### src/core/timer_capture_pkg.sv
// constants of the dual timer and capture unit
// How it works
// - two independent 8-bit up-counting timers, each with period register and flag.
// - timers count the internal clock, or falling edges of the shared pin.
// - control bit 3 joins both 8-bit timers into one 16-bit timer.
// - the lower timer's period tick, and the upper timer's unless joined, give the pwm time-base.
// - third timer is 16 bits, read as high and low byte.
// - one 16-bit pair is third timer period or first capture result.
// - a separate 16-bit pair holds only second capture results.
// - both captures sample the third timer count.
// - software picks internal clock or external pin for the third timer.
// - control bits 7-6 pick the second capture event: fall, rise, 4th, 16th.
// - control bits 5-4 pick the first capture event with same encodings.
// - all control fields read and write, and reset to zero.
// - control bit 2 set counts third timer on falling pin edges.
// - control bits 1 and 0 pick pin falling edge per 8-bit timer.
// - on period match a separate 8-bit timer clears and latches its sticky flag.
package timer_capture_pkg;

  // register indices, byte address is four times the index
  localparam logic [5:0] IDX_PERIOD_LOW  = 6'h10;
  localparam logic [5:0] IDX_PERIOD_HIGH = 6'h11;
  localparam logic [5:0] IDX_TIMER_LOW   = 6'h12;
  localparam logic [5:0] IDX_TIMER_HIGH  = 6'h13;
  localparam logic [5:0] IDX_WIDE_LOW    = 6'h14;
  localparam logic [5:0] IDX_WIDE_HIGH   = 6'h15;
  localparam logic [5:0] IDX_CONTROL     = 6'h16;
  localparam logic [5:0] IDX_PC1_LOW     = 6'h17;
  localparam logic [5:0] IDX_PC1_HIGH    = 6'h18;
  localparam logic [5:0] IDX_CAP2_LOW    = 6'h19;
  localparam logic [5:0] IDX_CAP2_HIGH   = 6'h1A;
  localparam logic [5:0] IDX_STATUS      = 6'h1B;
  localparam logic [5:0] IDX_MASK        = 6'h1C;
  localparam logic [5:0] IDX_CONFIG      = 6'h1D;

  // control field positions
  localparam int CTRL_CAP2_SEL_LSB = 6;
  localparam int CTRL_CAP1_SEL_LSB = 4;
  localparam int CTRL_PAIR_JOIN    = 3;
  localparam int CTRL_WIDE_CS      = 2;
  localparam int CTRL_UPPER_CS     = 1;
  localparam int CTRL_LOWER_CS     = 0;

  // config: 1 = pair is period of third timer, 0 = first capture result
  localparam int CFG_PERIOD_MODE = 0;

  // status and mask bit positions
  localparam int ST_LOWER = 0;
  localparam int ST_UPPER = 1;
  localparam int ST_WIDE  = 2;
  localparam int ST_CAP1  = 3;
  localparam int ST_CAP2  = 4;
  localparam int ST_WIDTH = 5;

  // reset values
  localparam logic [7:0] CTRL_RESET = 8'h00;
  localparam logic [7:0] CFG_RESET  = 8'h00;
  localparam logic [4:0] MASK_RESET = 5'h00;

  // capture event encodings
  localparam logic [1:0] EV_FALL    = 2'b00;
  localparam logic [1:0] EV_RISE    = 2'b01;
  localparam logic [1:0] EV_RISE_4  = 2'b10;
  localparam logic [1:0] EV_RISE_16 = 2'b11;

  // prescale counts: rising edges per event minus one
  localparam logic [3:0] PRESCALE_4_LAST  = 4'h3;
  localparam logic [3:0] PRESCALE_16_LAST = 4'hF;

endpackage

### src/core/capture_edge_detect.sv
// capture event detector with edge select and rising-edge prescale
`timescale 1ns/100ps
module capture_edge_detect (
  // clock and reset
  input  wire logic       ref_clk_i,
  input  wire logic       rst_n_i,
  // capture pin and mode
  input  wire logic       pin_i,
  input  wire logic [1:0] mode_i,
  // one-cycle capture event
  output logic            event_o
);

  typedef struct packed {
    logic       prev;
    logic [3:0] count;
  } det_t;

  det_t s;
  det_t next_s;
  logic rise;
  logic fall;

  always_comb begin
    rise   = pin_i & ~s.prev;
    fall   = s.prev & ~pin_i;
    next_s = s;
    next_s.prev = pin_i;
    if (rise) begin
      next_s.count = s.count + 4'h1;
    end
    case (mode_i)
      timer_capture_pkg::EV_FALL:   event_o = fall;
      timer_capture_pkg::EV_RISE:   event_o = rise;
      timer_capture_pkg::EV_RISE_4: begin
        event_o = rise & (s.count[1:0] == timer_capture_pkg::PRESCALE_4_LAST[1:0]);
      end
      default: event_o = rise & (s.count == timer_capture_pkg::PRESCALE_16_LAST);
    endcase
    if (!rst_n_i) begin
      next_s = '0;
    end
  end

  always_ff @(posedge ref_clk_i) begin
    s <= next_s;
  end

endmodule

### src/core/dual_timer_capture_unit.sv
// dual 8-bit timers, 16-bit timer and two captures behind classic wishbone
`timescale 1ns/100ps
module dual_timer_capture_unit (
  // clock and reset
  input  wire logic        ref_clk_i,
  input  wire logic        rst_n_i,
  // wishbone slave
  input  wire logic        cyc_i,
  input  wire logic        stb_i,
  input  wire logic        we_i,
  input  wire logic [7:0]  adr_i,
  input  wire logic [3:0]  sel_i,
  input  wire logic [31:0] dat_i,
  output logic [31:0]      dat_o,
  output logic             ack_o,
  // external pins
  input  wire logic        pair_count_pin_i,
  input  wire logic        wide_count_pin_i,
  input  wire logic        cap1_pin_i,
  input  wire logic        cap2_pin_i,
  // pwm time-base
  output logic             lower_period_tick_o,
  output logic             upper_period_tick_o,
  output logic [7:0]       lower_timer_o,
  output logic [7:0]       upper_timer_o,
  // interrupt
  output logic             irq_o
);

  typedef struct packed {
    logic        ack;
    logic [31:0] rdata;
    logic [7:0]  timer_capture_control;
    logic [7:0]  config_reg;
    logic [7:0]  period_low_timer;
    logic [7:0]  period_high_timer;
    logic [7:0]  lower_timer;
    logic [7:0]  upper_timer;
    logic [15:0] wide_timer;
    logic [15:0] period_or_cap1;
    logic [15:0] cap2;
    logic [4:0]  status;
    logic [4:0]  mask;
    logic        pair_pin_q;
    logic        wide_pin_q;
    logic        lower_tick;
    logic        upper_tick;
  } state_t;

  state_t s;
  state_t next_s;

  logic [4:0]  ev_set;
  logic [4:0]  ev_clr;
  logic [31:0] rd_val;
  logic [5:0]  idx;
  logic        req_new;
  logic        req_done;
  logic        wr_en;
  logic [7:0]  wbyte;
  logic        pair_fall;
  logic        wide_fall;
  logic        inc_lower;
  logic        inc_upper;
  logic        inc_wide;
  logic        period_mode;
  logic        joined;
  logic        cap1_evt;
  logic        cap2_evt;
  logic [15:0] pair_count;
  logic        lower_match;
  logic        upper_match;
  logic        join_match;
  logic        wide_match;
  logic        wide_wrap;
  logic [4:0]  pend;

  capture_edge_detect u_cap1 (
    .ref_clk_i (ref_clk_i),
    .rst_n_i   (rst_n_i),
    .pin_i     (cap1_pin_i),
    .mode_i    (s.timer_capture_control[timer_capture_pkg::CTRL_CAP1_SEL_LSB +: 2]),
    .event_o   (cap1_evt)
  );

  capture_edge_detect u_cap2 (
    .ref_clk_i (ref_clk_i),
    .rst_n_i   (rst_n_i),
    .pin_i     (cap2_pin_i),
    .mode_i    (s.timer_capture_control[timer_capture_pkg::CTRL_CAP2_SEL_LSB +: 2]),
    .event_o   (cap2_evt)
  );

  always_comb begin
    next_s = s;
    ev_set = '0;
    ev_clr = '0;
    rd_val = '0;
    idx    = adr_i[7:2];
    wbyte  = dat_i[7:0];

    // bus phases: request seen, then completed at the ack edge
    req_new  = cyc_i & stb_i & ~s.ack;
    req_done = cyc_i & stb_i & s.ack;
    wr_en    = req_done & we_i & sel_i[0];
    next_s.ack = req_new;

    // clock source selection
    pair_fall = s.pair_pin_q & ~pair_count_pin_i;
    wide_fall = s.wide_pin_q & ~wide_count_pin_i;
    next_s.pair_pin_q = pair_count_pin_i;
    next_s.wide_pin_q = wide_count_pin_i;
    if (s.timer_capture_control[timer_capture_pkg::CTRL_LOWER_CS]) begin
      inc_lower = pair_fall;
    end else begin
      inc_lower = 1'b1;
    end
    if (s.timer_capture_control[timer_capture_pkg::CTRL_UPPER_CS]) begin
      inc_upper = pair_fall;
    end else begin
      inc_upper = 1'b1;
    end
    if (s.timer_capture_control[timer_capture_pkg::CTRL_WIDE_CS]) begin
      inc_wide = wide_fall;
    end else begin
      inc_wide = 1'b1;
    end
    joined      = s.timer_capture_control[timer_capture_pkg::CTRL_PAIR_JOIN];
    period_mode = s.config_reg[timer_capture_pkg::CFG_PERIOD_MODE];
    pair_count  = {s.upper_timer, s.lower_timer};

    // period compares, taken before any count moves
    lower_match = (s.lower_timer == s.period_low_timer);
    upper_match = (s.upper_timer == s.period_high_timer);
    join_match  = (pair_count == {s.period_high_timer, s.period_low_timer});
    wide_match  = period_mode && (s.wide_timer == s.period_or_cap1);
    wide_wrap   = (s.wide_timer == 16'hFFFF);

    next_s.lower_tick = 1'b0;
    next_s.upper_tick = 1'b0;

    // 8-bit timers, separate or joined
    if (joined) begin
      if (inc_lower) begin
        if (join_match) begin
          next_s.lower_timer = '0;
          next_s.upper_timer = '0;
          next_s.lower_tick  = 1'b1;
          ev_set[timer_capture_pkg::ST_LOWER] = 1'b1;
        end else begin
          {next_s.upper_timer, next_s.lower_timer} = pair_count + 16'h0001;
        end
      end
    end else begin
      if (inc_lower) begin
        if (lower_match) begin
          next_s.lower_timer = '0;
          next_s.lower_tick  = 1'b1;
          ev_set[timer_capture_pkg::ST_LOWER] = 1'b1;
        end else begin
          next_s.lower_timer = s.lower_timer + 8'h01;
        end
      end
      if (inc_upper) begin
        if (upper_match) begin
          next_s.upper_timer = '0;
          next_s.upper_tick  = 1'b1;
          ev_set[timer_capture_pkg::ST_UPPER] = 1'b1;
        end else begin
          next_s.upper_timer = s.upper_timer + 8'h01;
        end
      end
    end

    // 16-bit third timer
    if (inc_wide) begin
      if (wide_match) begin
        next_s.wide_timer = '0;
        ev_set[timer_capture_pkg::ST_WIDE] = 1'b1;
      end else begin
        next_s.wide_timer = s.wide_timer + 16'h0001;
        if (wide_wrap) begin
          ev_set[timer_capture_pkg::ST_WIDE] = 1'b1;
        end
      end
    end

    // captures from the third timer
    if (cap1_evt && !period_mode) begin
      next_s.period_or_cap1 = s.wide_timer;
      ev_set[timer_capture_pkg::ST_CAP1] = 1'b1;
    end
    if (cap2_evt) begin
      next_s.cap2 = s.wide_timer;
      ev_set[timer_capture_pkg::ST_CAP2] = 1'b1;
    end

    // read mux
    if (idx == timer_capture_pkg::IDX_PERIOD_LOW) begin
      rd_val = {24'h00_0000, s.period_low_timer};
    end else if (idx == timer_capture_pkg::IDX_PERIOD_HIGH) begin
      rd_val = {24'h00_0000, s.period_high_timer};
    end else if (idx == timer_capture_pkg::IDX_TIMER_LOW) begin
      rd_val = {24'h00_0000, s.lower_timer};
    end else if (idx == timer_capture_pkg::IDX_TIMER_HIGH) begin
      rd_val = {24'h00_0000, s.upper_timer};
    end else if (idx == timer_capture_pkg::IDX_WIDE_LOW) begin
      rd_val = {24'h00_0000, s.wide_timer[7:0]};
    end else if (idx == timer_capture_pkg::IDX_WIDE_HIGH) begin
      rd_val = {24'h00_0000, s.wide_timer[15:8]};
    end else if (idx == timer_capture_pkg::IDX_CONTROL) begin
      rd_val = {24'h00_0000, s.timer_capture_control};
    end else if (idx == timer_capture_pkg::IDX_PC1_LOW) begin
      rd_val = {24'h00_0000, s.period_or_cap1[7:0]};
    end else if (idx == timer_capture_pkg::IDX_PC1_HIGH) begin
      rd_val = {24'h00_0000, s.period_or_cap1[15:8]};
    end else if (idx == timer_capture_pkg::IDX_CAP2_LOW) begin
      rd_val = {24'h00_0000, s.cap2[7:0]};
    end else if (idx == timer_capture_pkg::IDX_CAP2_HIGH) begin
      rd_val = {24'h00_0000, s.cap2[15:8]};
    end else if (idx == timer_capture_pkg::IDX_STATUS) begin
      rd_val = {27'h000_0000, s.status};
    end else if (idx == timer_capture_pkg::IDX_MASK) begin
      rd_val = {27'h000_0000, s.mask};
    end else if (idx == timer_capture_pkg::IDX_CONFIG) begin
      rd_val = {31'h0000_0000, s.config_reg[timer_capture_pkg::CFG_PERIOD_MODE]};
    end else begin
      rd_val = '0;
    end
    if (req_new && !we_i) begin
      next_s.rdata = rd_val;
    end

    // status read clears at the ack edge
    if (req_done && !we_i && (idx == timer_capture_pkg::IDX_STATUS)) begin
      ev_clr = '1;
    end

    // writes take effect at the ack edge and win over counting
    if (wr_en) begin
      if (idx == timer_capture_pkg::IDX_PERIOD_LOW) begin
        next_s.period_low_timer = wbyte;
      end else if (idx == timer_capture_pkg::IDX_PERIOD_HIGH) begin
        next_s.period_high_timer = wbyte;
      end else if (idx == timer_capture_pkg::IDX_TIMER_LOW) begin
        next_s.lower_timer = wbyte;
      end else if (idx == timer_capture_pkg::IDX_TIMER_HIGH) begin
        next_s.upper_timer = wbyte;
      end else if (idx == timer_capture_pkg::IDX_WIDE_LOW) begin
        next_s.wide_timer[7:0] = wbyte;
      end else if (idx == timer_capture_pkg::IDX_WIDE_HIGH) begin
        next_s.wide_timer[15:8] = wbyte;
      end else if (idx == timer_capture_pkg::IDX_CONTROL) begin
        next_s.timer_capture_control = wbyte;
      end else if (idx == timer_capture_pkg::IDX_PC1_LOW) begin
        next_s.period_or_cap1[7:0] = wbyte;
      end else if (idx == timer_capture_pkg::IDX_PC1_HIGH) begin
        next_s.period_or_cap1[15:8] = wbyte;
      end else if (idx == timer_capture_pkg::IDX_MASK) begin
        next_s.mask = wbyte[4:0];
      end else if (idx == timer_capture_pkg::IDX_CONFIG) begin
        next_s.config_reg = {7'h00, wbyte[timer_capture_pkg::CFG_PERIOD_MODE]};
      end
    end

    // set wins over clear
    next_s.status = (s.status & ~ev_clr) | ev_set;

    if (!rst_n_i) begin
      next_s = '0;
      next_s.timer_capture_control = timer_capture_pkg::CTRL_RESET;
      next_s.config_reg            = timer_capture_pkg::CFG_RESET;
      next_s.mask                  = timer_capture_pkg::MASK_RESET;
    end
  end

  always_ff @(posedge ref_clk_i) begin
    s <= next_s;
  end

  assign dat_o               = s.rdata;
  assign ack_o               = s.ack;
  assign lower_period_tick_o = s.lower_tick;
  assign upper_period_tick_o = s.upper_tick;
  assign lower_timer_o       = s.lower_timer;
  assign upper_timer_o       = s.upper_timer;

  // one pending bit per status flag
  for (genvar b = 0; b < timer_capture_pkg::ST_WIDTH; b++) begin : g_pend
    assign pend[b] = s.status[b] & s.mask[b];
  end

  assign irq_o = |pend;

endmodule

### config.mk
export PLATFORM = sky130hd
export DESIGN_NAME = dual_timer_capture_unit
export DESIGN_NICKNAME = d
export VERILOG_FILES = /design/src/core/timer_capture_pkg.sv /design/src/core/capture_edge_detect.sv /design/src/core/dual_timer_capture_unit.sv
export SDC_FILE = /design/constraint.sdc
export NUM_CORES = 1
export LEC_CHECK = 0
export ABC_CLOCK_PERIOD_IN_PS = 2400
export BUFFER_PORTS_ARGS = -buffer_cell sky130_fd_sc_hd__buf_4
export CAP_MARGIN = 20
export CORE_MARGIN = 1.5
export CORE_UTILIZATION = 50
export CTS_CLUSTER_SIZE = 8
export DETAILED_ROUTE_END_ITERATION = 8
export PLACE_DENSITY_LB_ADDON = 0.2
export SKIP_LAST_GASP = 1
export SYNTH_ARGS = -nofsm -noshare
export SYNTH_HDL_FRONTEND = slang
export SYNTH_SLANG_ARGS = --single-unit
### constraint.sdc
create_clock -name ref_clk_i -period 2.4 [get_ports ref_clk_i]
set_clock_uncertainty 0.15 [all_clocks]
set_input_delay 0.48 -clock ref_clk_i [delete_from_list [all_inputs] [get_ports ref_clk_i]]
set_output_delay 0.48 -clock ref_clk_i [all_outputs]
set_load 0.005 [all_outputs]
==> results_dict.tcl <==
set metrics [dict create \
    gp_congestion 0.984 \
    netlist_area_mm2 0.00720 \
    grt_pass1_wl_um 35500 \
    dieArea_mm2 0.0151 \
    port-buffer-count 51 \
    period_needed_ns 2.26 \
    synth_area_per_cell_um2 8.14 \
    finalPower_uw 4970 \
    cap_violations 0 \
    cp_max_fo 9 \
    grt_max_degree 47 \
    die_height_um 123 \
    end_kind "flip-flop" \
    setup_viol 0 \
    cts_hold_buf 0 \
    cts_root_buffer "clkbuf_16" \
    first_pass_iters 6 \
    cts_setup_buffers 0 \
    drt_iter0_markers 698 \
    setup.worst_path.start "upper_timer_o[2]$_SDFF_PN0_" \
    final_antenna_net_count 0 \
    synthCells 885 \
    crit_type "flip-flop to flip-flop" \
    ys_async_sr_fraction 0 \
    grt_setup_unrepaired "false" \
    yosys_register_bits 122 \
    hold_violations 0 \
    path_clk_slew_ns 0.06 \
    antenna_found_initial 1 \
    numCtsBuffers 17 \
    vias 6828 \
    leakage_uw 0.00328 \
    hp-class "input port to flip-flop" \
    io_pins 105 \
    core_area_mm2 0.0140 \
    tightest_slew_ns 0.736 \
    drc_errors 0 \
    r2r_start "upper_timer_o[2]$_SDFF_PN0_" \
    fin_crit_sh 0.940 \
    required_ns 2.56 \
    vias_per_cell 6.09 \
    drive_above_1_share 0.178 \
    final_common_cell "dfxtp_1" \
    utilization 0.601 \
    power-per-cell-area_mw_per_mm2 592 \
    clock_sinks 122 \
    wire_per_inst_um 20.3 \
    cts_tree "yes" \
    dp_hpwl_um 16200 \
    postLayoutCellArea_mm2 0.00840 \
    clk_latency_ns 0.43 \
    die_w_um 123 \
    synth-seq-area-share 0.339 \
    grt_remaining_overflow 0 \
    start_util 0.515 \
    grt_pass1_vias 6417 \
    relSlewSlack 0.507 \
    tns_ns 0 \
    final_cell_mix "122 x dfxtp_1, 118 x buf_4, 77 x nand2_1, 77 x a21oi_1, 75 x nor2_1" \
    min_from "cap2_pin_i" \
    final_nets 988 \
    fp-row-count 43 \
    outcome "complete, no violations" \
    h-tree-depth 4 \
    synth.distinct_cells 65 \
    startpoint_type "flip-flop" \
    yosysWarnings 0 \
    ir_drop_mv 0.547 \
    fmax_ghz 0.443 \
    place_area_mm2 0.00782 \
    cp.arrival_ns 2.42 \
    grt_util_all_layers 0.312 \
    antenna_cells 0 \
    syn_to_final_growth_pct 16.7 \
    yosys_most_used_dff "dfxtp_1" \
    cts_resized 0 \
    wirelength_um 22800 \
    clk_path_buf_depth 2 \
    synth_edf_count 0 \
    slew_viol_final 0 \
]
[cell families (layout without fill, tap and decap cells)]
logic type / after synthesis / in the layout / share of synthesized area
compound gates: 214 / 214 / 0.181
fa+ha+maj: 5 / 5 / 0.00869
simple gates: 288 / 288 / 0.199
mux: 68 / 68 / 0.100
other cells: 1 / 24 / 0.000521
buf+inv: 122 / 156 / 0.0924
flops: 122 / 122 / 0.339
xor+xnor: 65 / 65 / 0.0790
[report_power, final]
group,leakage [uW],total (uW),internal (uW),switching (uW)
registers,0.000987,2070,2050,22.4
logic,0.00201,365,135,230
clock network,0.000289,2530,1620,913
total,0.00328,4970,3810,1170
[critical path, cell delays in order, from the launching register on]
cell	delay, ns
dfxtp_1	0.55
xnor2_1	0.18
nand4_1	0.15
or2_2	0.37
o31a_1	0.44
a21oi_1	0.21
a21oi_1	0.09
[Yosys cell counts (all sizes together) (12+ instances only)]
cell	number	area, um2
o21ai	61	305
nand2	77	289
buf	68	460
a21oi	78	390
nor3	13	91.3
dfxtp	122	2440
nand3	45	225
a22oi	14	105
xor2	27	236
nand4	12	75.1
clkbuf	49	186
xnor2	38	333
mux2i	62	621
nor2	76	302
[path summary, 6_finish.rpt]
check | cells past startpoint | slack [ns] | endpoint
max reg2reg | 6 | 0.14 | upper_timer_o[7]$_SDFF_PN0_
min reg2reg | 2 | 0.34 | s[13]$_SDFF_PN0_
max | 6 | 0.14 | upper_timer_o[7]$_SDFF_PN0_
min | 2 | 0.12 | u_cap2.s[4]$_SDFF_PN0_
[area by class of cell]
class / count / area [um2]
clock buffers: 23 / 488
clock inverters: 8 / 92.6
fillers: 1225 / 5590
inverters: 5 / 18.8
multi-input cells: 664 / 4210
flip-flops and latches: 122 / 2440
well taps: 180 / 225
repair buffers: 120 / 926
[metal layers]
metal | global-route usage | vias up | wire length (um)
met4 | 0.124 | 0 | 650
met5 | 0 | - | 0
met3 | 0.0789 | 54 | 2220
met1 | 0.426 | 3243 | 9790
met2 | 0.471 | 366 | 10100
li1 | - | 3165 | -
[registers in the layout, indices dropped and copies added (netlist names)]
| register | count |
|---|---|
| period_mode | 1 |
| joined | 1 |
| u_cap1.s | 5 |
| lower_timer_o | 8 |
| upper_period_tick_o | 1 |
| u_cap2.s | 5 |
| s | 83 |
| ack_o | 1 |
| upper_timer_o | 8 |
| lower_period_tick_o | 1 |
| dat_o | 8 |
[stage by stage]
step	setup slack, ns	hold slack (ns)	instances
2_1_floorplan	0.217	0.294	908
6_report	0.144	0.121	1122
3_3_place_gp	-0.0114	0.312	1091
4_1_cts	0.220	0.122	1122
3_5_place_dp	-0.0749	0.322	1091
5_1_grt	0.00177	0.123	1122
Power figures use the tool's default switching activity.
